`config.mk`:
```
export PLATFORM = sky130hd
export DESIGN_NAME = dee_access
export DESIGN_NICKNAME = d
export VERILOG_FILES = /design/src/dee_pkg.sv /design/src/dee_array.sv /design/src/dee_access.sv
export VERILOG_INCLUDE_DIRS = /design/src
export SDC_FILE = /design/constraint.sdc
export NUM_CORES = 2
export LEC_CHECK = 0
export BUFFER_PORTS_ARGS = -buffer_cell sky130_fd_sc_hd__buf_2
export CORE_UTILIZATION = 63
export CTS_BUF_LIST = sky130_fd_sc_hd__clkbuf_16
export CTS_CLUSTER_DIAMETER = 120
export DETAILED_ROUTE_END_ITERATION = 10
export HOLD_SLACK_MARGIN = 0.08
export PLACE_DENSITY_LB_ADDON = 0.3
export SETUP_SLACK_MARGIN = 0.3
export SLEW_MARGIN = 20
export SYNTH_ARGS = -nofsm -noshare
export SYNTH_HDL_FRONTEND = slang
export SYNTH_SLANG_ARGS = --single-unit
export TNS_END_PERCENT = 20
```
`constraint.sdc`:
```
create_clock -name clock_i -period 4.8 [get_ports clock_i]
set_input_delay 0.24 -clock clock_i [delete_from_list [all_inputs] [get_ports clock_i]]
set_output_delay 0.24 -clock clock_i [all_outputs]
set_load 0.1 [all_outputs]
```
`src/dee_cfg.svh`:
```
// Constants for the data EEPROM access block: register offsets, bit positions, reset values, timing.
// Assumes the core presents one special-register write or read per instruction cycle.
// Summary of operation
// EEPROM reached only through address register
// 256 bytes large variant, 128 small
// Software keeps address within implemented size
// Memory select bit clear routes to EEPROM
// Read start loads byte next cycle
// Byte register holds until read/write
// Write needs 55h, AAh, then start
// Write start blocked while enable clear
// Hardware never clears write enable
// Started write finishes despite enable cleared
// Finish clears start, sets done flag
// Done flag stays until software clears
// Software disables interrupts during unlock sequence
// Software checks start bit before writing
// Read start bit self-clears after transfer
// Start held during write; byte frozen
`ifndef DEE_CFG_SVH
`define DEE_CFG_SVH
`define DEE_OFS_FLAGS2   8'h0d
`define DEE_OFS_BYTE     8'h0c
`define DEE_OFS_ADDR     8'h0e
`define DEE_OFS_CTRL     8'h8c
`define DEE_OFS_UNLOCK   8'h8d
`define DEE_BIT_DONE     4
`define DEE_BIT_SEL      7
`define DEE_BIT_WRITE_ENABLE_BIT     2
`define DEE_BIT_WR       1
`define DEE_BIT_RD       0
`define DEE_KEY1         8'h55
`define DEE_KEY2         8'haa
`define DEE_RST_BYTE     8'h00
`define DEE_WRITE_NS     4000000
`define DEE_CLK_NS       50
`endif

```
`src/dee_pkg.sv`:
```
// Types shared by the data EEPROM access block.
// Assumes dee_cfg.svh supplies the numeric constants.
package dee_pkg;
  typedef struct packed {
    logic       wr;
    logic       rd;
    logic [7:0] addr;
    logic [7:0] wdata;
  } dee_sfr_req_t;
  typedef enum logic [1:0] {
    DEE_IDLE = 2'b00,
    DEE_K1   = 2'b01,
    DEE_K2   = 2'b11
  } dee_unlock_t;
endpackage : dee_pkg

```
`src/dee_array.sv`:
```
// Flip-flop storage array standing in for the data EEPROM cells.
// Assumes one write or read per cycle, index already range limited.
`timescale 1ns/1ns
`default_nettype none
module dee_array
  import dee_pkg::*;
#(
  parameter int DEPTH = 256,
  parameter int AW    = 8
) (
  input  wire logic          clock_i,  // Core clock.
  input  wire logic          ce_i,     // Clock enable.
  input  wire logic          we_i,     // Commit a byte.
  input  wire logic [AW-1:0] idx_i,    // Byte index.
  input  wire logic [7:0]    wdata_i,  // Byte to store.
  output logic      [7:0]    rdata_o   // Byte at index.
);
  logic [7:0] mem_q [DEPTH];
  logic [7:0] mem_d [DEPTH];

  // Cells are nonvolatile, so reset leaves them alone.
  for (genvar i = 0; i < DEPTH; i++) begin : g_cell
    always_comb begin
      mem_d[i] = mem_q[i];
      if (we_i && (idx_i == AW'(i))) begin
        mem_d[i] = wdata_i;
      end
    end
    always_ff @(posedge clock_i) begin
      if (ce_i) begin
        mem_q[i] <= mem_d[i];
      end
    end
  end

  assign rdata_o = mem_q[idx_i];
endmodule : dee_array
`default_nettype wire

```
`src/dee_access.sv`:
```
// Data EEPROM access control: address, byte, control, unlock and flag registers.
// Assumes the core issues special-register writes and reads as single-cycle strobes.
`timescale 1ns/1ns
`default_nettype none
`include "dee_cfg.svh"
module dee_access
  import dee_pkg::*;
#(
  parameter int DEPTH       = 256,
  parameter int WRITE_TICKS = (`DEE_WRITE_NS + `DEE_CLK_NS - 1) / `DEE_CLK_NS
) (
  input  wire logic         clock_i,     // Core clock, 20 MHz.
  input  wire logic         sys_rst_i,   // Synchronous reset, active high.
  input  wire logic         ce_i,        // Clock enable; low freezes state.
  input  wire dee_sfr_req_t sfr_i,       // Register write or read request.
  output logic      [7:0]   rdata_o,     // Read data for the addressed register.
  output logic              done_o,      // Write complete flag level.
  output logic              busy_o       // Write cycle in progress.
);
  localparam int AW = $clog2(DEPTH);
  localparam int CW = $clog2(WRITE_TICKS + 1);

  logic [7:0]  addr_q, addr_d;
  logic [7:0]  byte_q, byte_d;
  logic        sel_q, sel_d;
  logic        write_enable_bit_q, write_enable_bit_d;
  logic        wr_q, wr_d;
  logic        rd_q, rd_d;
  logic        done_q, done_d;
  logic [CW-1:0] cnt_q, cnt_d;
  dee_unlock_t lock_q, lock_d;
  logic [7:0]  cell_rdata;
  logic        cell_we;
  logic        wr_ctrl, wr_key, wr_byte, wr_addr, wr_flag;
  logic        start_ok;

  always_comb begin
    wr_ctrl = sfr_i.wr && (sfr_i.addr == `DEE_OFS_CTRL);
    wr_key  = sfr_i.wr && (sfr_i.addr == `DEE_OFS_UNLOCK);
    wr_byte = sfr_i.wr && (sfr_i.addr == `DEE_OFS_BYTE);
    wr_addr = sfr_i.wr && (sfr_i.addr == `DEE_OFS_ADDR);
    wr_flag = sfr_i.wr && (sfr_i.addr == `DEE_OFS_FLAGS2);
  end

  // Unlock sequence: any write anywhere other than the next key or a repeated first key breaks it.
  always_comb begin
    lock_d = lock_q;
    if (sfr_i.wr) begin
      case (lock_q)
        DEE_IDLE: lock_d = (wr_key && sfr_i.wdata == `DEE_KEY1) ? DEE_K1 : DEE_IDLE;
        // A repeated first key restarts the sequence rather than losing it.
        DEE_K1: begin
          if (wr_key && sfr_i.wdata == `DEE_KEY2) begin
            lock_d = DEE_K2;
          end else if (wr_key && sfr_i.wdata == `DEE_KEY1) begin
            lock_d = DEE_K1;
          end else begin
            lock_d = DEE_IDLE;
          end
        end
        DEE_K2:   lock_d = (wr_key && sfr_i.wdata == `DEE_KEY1) ? DEE_K1 : DEE_IDLE;
        default:  lock_d = DEE_IDLE;
      endcase
    end
  end

  // The start write is accepted only straight after both keys, with enable already set.
  assign start_ok = wr_ctrl && sfr_i.wdata[`DEE_BIT_WR] && (lock_q == DEE_K2)
                    && write_enable_bit_q && !wr_q && !sel_q;

  always_comb begin
    addr_d  = addr_q;
    sel_d   = sel_q;
    write_enable_bit_d  = write_enable_bit_q;
    wr_d    = wr_q;
    rd_d    = 1'b0;
    done_d  = done_q;
    cnt_d   = cnt_q;
    byte_d  = byte_q;
    if (wr_addr) begin
      addr_d = sfr_i.wdata;
    end
    if (wr_ctrl) begin
      sel_d  = sfr_i.wdata[`DEE_BIT_SEL];
      write_enable_bit_d = sfr_i.wdata[`DEE_BIT_WRITE_ENABLE_BIT];
    end
    if (wr_byte && !wr_q) begin
      byte_d = sfr_i.wdata;
    end
    if (wr_ctrl && sfr_i.wdata[`DEE_BIT_RD] && !sfr_i.wdata[`DEE_BIT_SEL] && !wr_q) begin
      rd_d   = 1'b1;
      byte_d = cell_rdata;
    end
    if (start_ok) begin
      wr_d  = 1'b1;
      cnt_d = CW'(WRITE_TICKS);
    end else if (wr_q) begin
      // Enable is not consulted here, so a cleared enable cannot abort the cycle.
      if (cnt_q == CW'(1)) begin
        wr_d = 1'b0;
      end
      cnt_d = cnt_q - CW'(1);
    end
    if (wr_flag && !sfr_i.wdata[`DEE_BIT_DONE]) begin
      done_d = 1'b0;
    end
    if (cell_we) begin
      done_d = 1'b1;
    end
  end

  assign cell_we = wr_q && (cnt_q == CW'(1));

  always_ff @(posedge clock_i) begin
    if (sys_rst_i) begin
      addr_q <= 8'h00;
      byte_q <= `DEE_RST_BYTE;
      sel_q  <= 1'b0;
      write_enable_bit_q <= 1'b0;
      wr_q   <= 1'b0;
      rd_q   <= 1'b0;
      done_q <= 1'b0;
      cnt_q  <= '0;
      lock_q <= DEE_IDLE;
    end else if (ce_i) begin
      addr_q <= addr_d;
      byte_q <= byte_d;
      sel_q  <= sel_d;
      write_enable_bit_q <= write_enable_bit_d;
      wr_q   <= wr_d;
      rd_q   <= rd_d;
      done_q <= done_d;
      cnt_q  <= cnt_d;
      lock_q <= lock_d;
    end
  end

  // Smaller variants drop the upper address bits; software keeps within range.
  dee_array #(
    .DEPTH (DEPTH),
    .AW    (AW)
  ) u_array (
    .clock_i (clock_i),
    .ce_i    (ce_i),
    .we_i    (cell_we),
    .idx_i   (addr_q[AW-1:0]),
    .wdata_i (byte_q),
    .rdata_o (cell_rdata)
  );

  // Read decode; the unlock register reads as zero.
  always_comb begin
    rdata_o = 8'h00;
    if (sfr_i.addr == `DEE_OFS_ADDR) begin
      rdata_o = addr_q;
    end else if (sfr_i.addr == `DEE_OFS_BYTE) begin
      rdata_o = byte_q;
    end else if (sfr_i.addr == `DEE_OFS_CTRL) begin
      rdata_o[`DEE_BIT_SEL]  = sel_q;
      rdata_o[`DEE_BIT_WRITE_ENABLE_BIT] = write_enable_bit_q;
      rdata_o[`DEE_BIT_WR]   = wr_q;
      rdata_o[`DEE_BIT_RD]   = rd_q;
    end else if (sfr_i.addr == `DEE_OFS_FLAGS2) begin
      rdata_o[`DEE_BIT_DONE] = done_q;
    end
  end

  assign done_o = done_q;
  assign busy_o = wr_q;
endmodule : dee_access
`default_nettype wire

```
### After elaboration in Yosys (flattened, before gate mapping)

Memory sizes are Yosys's and may differ from the RTL's. A register that Yosys moved wholly into a read port is not among the register bits.
Index checks and enable logic that the tools add are counted.

| word-level totals | value |
|---|---|
| register bits after elaboration | 40 |
| bits in latches | 0 |
| bits in writable memories | 2048 |
| ROM bits | 0 |
| input bits | 21 |
| output and inout bits | 10 |
| logic and storage cells | 2381 |
| memories kept | 1 |

| cells by class | value |
|---|---|
| add/subtract/negate cells | 1 |
| multiply operators | 0 |
| div/mod/pow operators | 0 |
| $lt $le $gt $ge | 0 |
| equal/unequal tests | 521 |
| shift-type cells | 0 |
| muxes and demuxes | 1048 |
| bitwise operators | 0 |
| reductions and logical operators | 801 |

Memory list:

| name | words | bits a word | rd ports | clocked after memory_dff | write ports | line | text |
|---|---|---|---|---|---|---|---|
| u_array.mem_q | 256 | 8 | 1 | 1 | 1 | dee_array.sv:18 | `logic [7:0] mem_q [DEPTH];` |

Operator list:

| cell | number |
|---|---|
| two-way mux 8 bit | 771 |
| OR reduction 8 bit | 255 |
| == test 8 bit, second input constant | 131 |
| AND reduction 2 bit | 262 |
| == test 8 x 7 -> 1 bit, second input constant | 65 |
| logical AND 1 bit | 274 |
| two-way mux 1 bit | 270 |
| == test 8 x 6 -> 1 bit, second input constant | 32 |
| != test 1 bit, second input constant | 256 |
| == test 8 x 5 -> 1 bit, second input constant | 16 |
| == test 8 x 4 -> 1 bit, second input constant | 11 |
| two-way mux 17 bit | 2 |
| == test 8 x 3 -> 1 bit, second input constant | 4 |
| == test 17 x 1 -> 1 bit, second input constant | 1 |
| subtractor 17 x 1 -> 17 bit, second input constant | 1 |
| == test 8 x 2 -> 1 bit, second input constant | 2 |
| == test 8 x 1 -> 1 bit, second input constant | 1 |
| logical NOT 8 bit | 1 |
| two-way mux 3 bit | 2 |
| nonzero test 2 bit | 3 |
| logical NOT 1 bit | 4 |
| two-way mux 2 bit | 2 |
| case mux 2 bit (2 select lines) | 1 |
| == test 2 x 1 -> 1 bit, second input constant | 1 |
| 3 further kinds | 3 |

### Longest topological paths before layout

| depth | value |
|---|---|
| word-level depth | 261 |
| depth in mapped cells | 14 |
| gate-level depth less buffers | 7 |

### Modules after synthesis

From an unflattened synthesis, not the netlist that was laid out.

| second synthesis, totals | value |
|---|---|
| cells, all modules | 3772 |
| area, all modules | 80410.9 µm² |

Modules (own cells, without submodules):

| module | times used | cells an instance | area each (µm²) | sequential area each (µm²) |
|---|---|---|---|---|
| dee_array | 1 | 3517 | 78129.9 | 61499.0 |
| dee_access | 1 | 255 | 2280.9 | 800.8 |

### Worst setup path after synthesis

OpenSTA, ideal clock, no wires.

| path | value |
|---|---|
| path kind | reg2out |
| start | reg byte_q[4] |
| end | out rdata_o[4] |
| arrival | 5.956 ns |
| data required time | 4.560 ns |
| path slack | -1.396 ns |
| stages on the path, launching flop included | 5 |
| buffers on the path | 0 |
| cells stage by stage | dfxtp_1 -> mux2i_1 -> nor2_1 -> a31oi_1 -> nor3_1 |

| between the ends | value |
|---|---|
| cells in the longest elaborated chain, start to end | 2 |

RTL lines:

| item | line | text |
|---|---|---|
| from (decl) | dee_access.sv:24 | `logic [7:0] byte_q, byte_d;` |
| from (signal assigned) | dee_access.sv:117 | `` byte_q <= `DEE_RST_BYTE; `` |
| from (signal assigned) | dee_access.sv:127 | `byte_q <= byte_d;` |
| two-way mux 1 bit | dee_access.sv:156 | `` end else if (sfr_i.addr == `DEE_OFS_BYTE) begin `` |
| two-way mux 8 bit | dee_access.sv:154 | `` if (sfr_i.addr == `DEE_OFS_ADDR) begin `` |
| to (decl) | dee_access.sv:16 | `output logic [7:0] rdata_o,` |

Every way passes these cells.

### Worst setup path after layout

| path | value |
|---|---|
| start | reg cnt_q[6] |
| end | mem u_array.mem_q[243][3], enable pin |

| between the ends | value |
|---|---|
| cells in the longest elaborated chain, start to end | 261 |
| elaborated cells on any way between the ends | 1535 |
| classes of those cells | eq/ne: 257; mux: 510; reduce/logical: 768 |

RTL lines:

| item | line | text |
|---|---|---|
| from (decl) | dee_access.sv:30 | `logic [CW-1:0] cnt_q, cnt_d;` |
| from (signal assigned) | dee_access.sv:133 | `cnt_q <= cnt_d;` |
| == test 17 x 1 -> 1 bit * | dee_access.sv:112 | `assign cell_we = wr_q && (cnt_q == CW'(1));` |
| logical AND 1 bit * | dee_access.sv:112 |  |
| logical AND 1 bit | dee_array.sv:25 | `if (we_i && (idx_i == AW'(i))) begin` |
| != test 1 bit (no source line) | - |  |
| AND reduction 2 bit (no source line) | - |  |
| OR reduction 8 bit (no source line) | - |  |
| two-way mux 8 bit (no source line) or two-way mux 1 bit (tied branches) (255 in series) | - |  |
| to (decl) | dee_array.sv:18 |  |

Mark *: on every way between the ends. The rest lies on a longest branch, timed or not.

==> qor.csv <==
metric;value;unit
rsz0062_at_grt;no;
vias_per_cell;7.20;
dr_total_vias;45800;
skew;0.0266;ns
cts-resized-gates;0;
avgSynthCellArea;20.2;um2
p_seq_frac;0.554;
cp-end-kind;register;
ys_ff_latch;2096;
post-place-ws;0.615;ns
ys_seq_area_frac;0.760;
hold_viol;0;
setup_violations;0;
drive_above_1_share;0.278;
instances_no_fill;6369;
synth_cell_types;75;
cts-root-buf;clkbuf_16;
drtIter0Drc;7207;
combPwrFrac;0.002;
synth-edff-count;2048;
clock_latency;0.84;ns
worstPathArrival;4.87;ns
maxCapViolCount;0;
path_cells;or4_4 > nor4_4 > or4b_1 > or3b_1 > or3_1 > nor2_1 > buf_4;
max_stage_delay;0.86;ns
p_leak;34.1;nW
core_area;0.129;mm2
die-area;0.132;mm2
critPathLaunchType;register;
synth_top_area_cell;edfxtp_1;
dpl-instance-area;0.0865;mm2
p_per_area;382;mW/mm2
drc;0;
die_h;363;um
dr.pass1.iters;9;
yosysMostFrequentCell;edfxtp_1;
critPathRequiredTime;5.33;ns
grt_pass1_vias;45100;
netlist_area;0.0821;mm2
r2r_slack;0.46;ns
crit_type;register to register;
start_util;0.634;
path_buf_inv;1;
power.switching;6.81;mW
clockBufferDepth;3;
grt_pass1_wl;321000;um
crit_path_max_fanout;14;
grt_overflow;0;
wl_per_cell;35.7;um
track_usage;0.349;
post-dp-hpwl;134000;um
syn_nets;4094;
antenna_left;0;
period_share;0.903;
status;complete, no violations;
totalWireLength;227000;um
max-slew-margin-rel;0.297;
clockPowerShare;0.444;
vdd_drop_max;370;uV
dp_cells;5968;
tritoncts;done;
cts_setup_buffers;0;
grt_max_degree;245;
clock.fmax;0.231;GHz
gp_congestion;0.897;
final_max_slew_viol_count;0;
nets;4474;
grt_antenna_before_repair;16;
layout_setup_ws;0.465;ns
final_area;0.0934;mm2
synthCells;4068;
ios;31;
rows;132;
p_sw_frac;0.191;
fin_tns_setup;0;ns
power;35.7;mW
htree_levels;4;
finalCriticalPeriod;4.34;ns
synth_area_leaders;edfxtp_1 (75%), mux4_2 (13%), mux2i_1 (1.6%);
cts_buffers;198;
whs;0.173;ns
cts.clk_slew.worst_paths;0.06;ns
final_util;0.721;
tightest_slew;1.05;ns
synth-async-reset-ratio;0;
yosys.area.top_type_share;0.749;
synth_ff_type;edfxtp_1;
portBuffers;29;
die_w;363;um
worst_path_max_delay_cell;or3_1;
cts.sinks;2096;
hold_class;primary input to register;
cp_top_family;simple AND/OR/NAND/NOR gates;
area_growth;13.7;%
synthTopCellsByCount;edfxtp_1 (2,048), mux4_2 (488), nor2_1 (329), mux2i_1 (128), clkbuf_1 (121);
internal-power;28.9;mW
yosysWarnings;0;
registers in the layout, indices dropped and copies added, names as in the netlist, named ones only:
signal / cells
u_array.mem_q: 2048
cnt_q: 17
addr_q: 8
byte_q: 8
lock_q: 2
busy_o: 1
done_o: 1
rd_q: 1
sel_q: 1
write_enable_bit_q: 1
cell type report:
type	instances	area [um2]
sequential	2096	62500
fill	7261	36100
multi-input combinational	1701	18500
clock buffer	201	5030
timing repair buffer	438	3590
tap	1742	2180
clock inverter	161	1500
inverter	13	48.8
antenna	17	42.5
layer usage:
metal / GRT usage / wire [um] / vias up
met5: 0 / 121 / -
met4: 0.179 / 13000 / 14
met3: 0.110 / 33000 / 794
met2: 0.516 / 104000 / 4060
met1: 0.475 / 76900 / 23400
li1: - / - / 17600
worst register-to-register path, stage by stage (launching register included):
cell and delay [ns]:
dfxtp_1 0.36, or4_4 0.60, nor4_4 0.19, or4b_1 0.51
or3b_1 0.77, or3_1 0.88, nor2_1 0.51, buf_4 0.23
repair_timing:
action                                  4_1_cts  5_1_grt
hold buffers                                 21        0
endpoints found under the hold margin        37        0
endpoints found under the setup margin        0        0
cell families after synthesis:
logic type	Yosys count	synth area share
buffers and inverters	271	0.0153
and+or+nand+nor	707	0.0411
AOI/OAI and AO/OA	346	0.0297
DFF	2096	0.760
muxes	631	0.151
xor gates and xnor gates	12	0.00128
adders and majority gates	5	0.000762
power by group through the flow:
stage,clock [mW],sequential [mW],combinational (mW)
4_1_cts,15.8,19.8,0.0641
2_1_floorplan,0,20.2,0.0222
3_5_place_dp,0,20.2,0.0534
6_report,15.9,19.8,0.0686
3_3_place_gp,0,20.2,0.0526
5_1_grt,16.5,19.8,0.0699
worst paths after layout:
| check | start | end | depth (start not counted) |
|---|---|---|---|
| hold reg to reg | rd_q | rd_q | 2 |
| setup reg to reg | cnt_q[6] | u_array.mem_q[243][3] | 7 |
| hold / removal | sfr_i[9] | register | 5 |
| setup / recovery | cnt_q[6] | u_array.mem_q[243][3] | 7 |
cells in the final DEF, fill, tap and decap left out, types with 16 or more instances in the layout:
| cell | n |
|---|---|
| a21oi_1 | 52 |
| or3_1 | 19 |
| buf_2 | 29 |
| a31oi_1 | 30 |
| nand3_1 | 39 |
| nor2_1 | 326 |
| buf_4 | 363 |
| o21ai_0 | 31 |
| nor4_1 | 16 |
| a22oi_1 | 50 |
| mux4_2 | 488 |
| o22ai_1 | 47 |
| a221oi_1 | 17 |
| clkinv_2 | 30 |
| o221ai_1 | 18 |
| nor2b_1 | 32 |
| inv_1 | 42 |
| mux2i_1 | 128 |
| dfxtp_1 | 34 |
| dlygate4sd3_1 | 21 |
| bufinv_16 | 28 |
| clkbuf_16 | 201 |
| buf_12 | 24 |
| clkinv_1 | 53 |
| nand2_1 | 120 |
| diode_2 | 17 |
| edfxtp_1 | 2048 |
| nor2_2 | 33 |
| nor3_1 | 23 |
(Power assumes the default switching activity.)
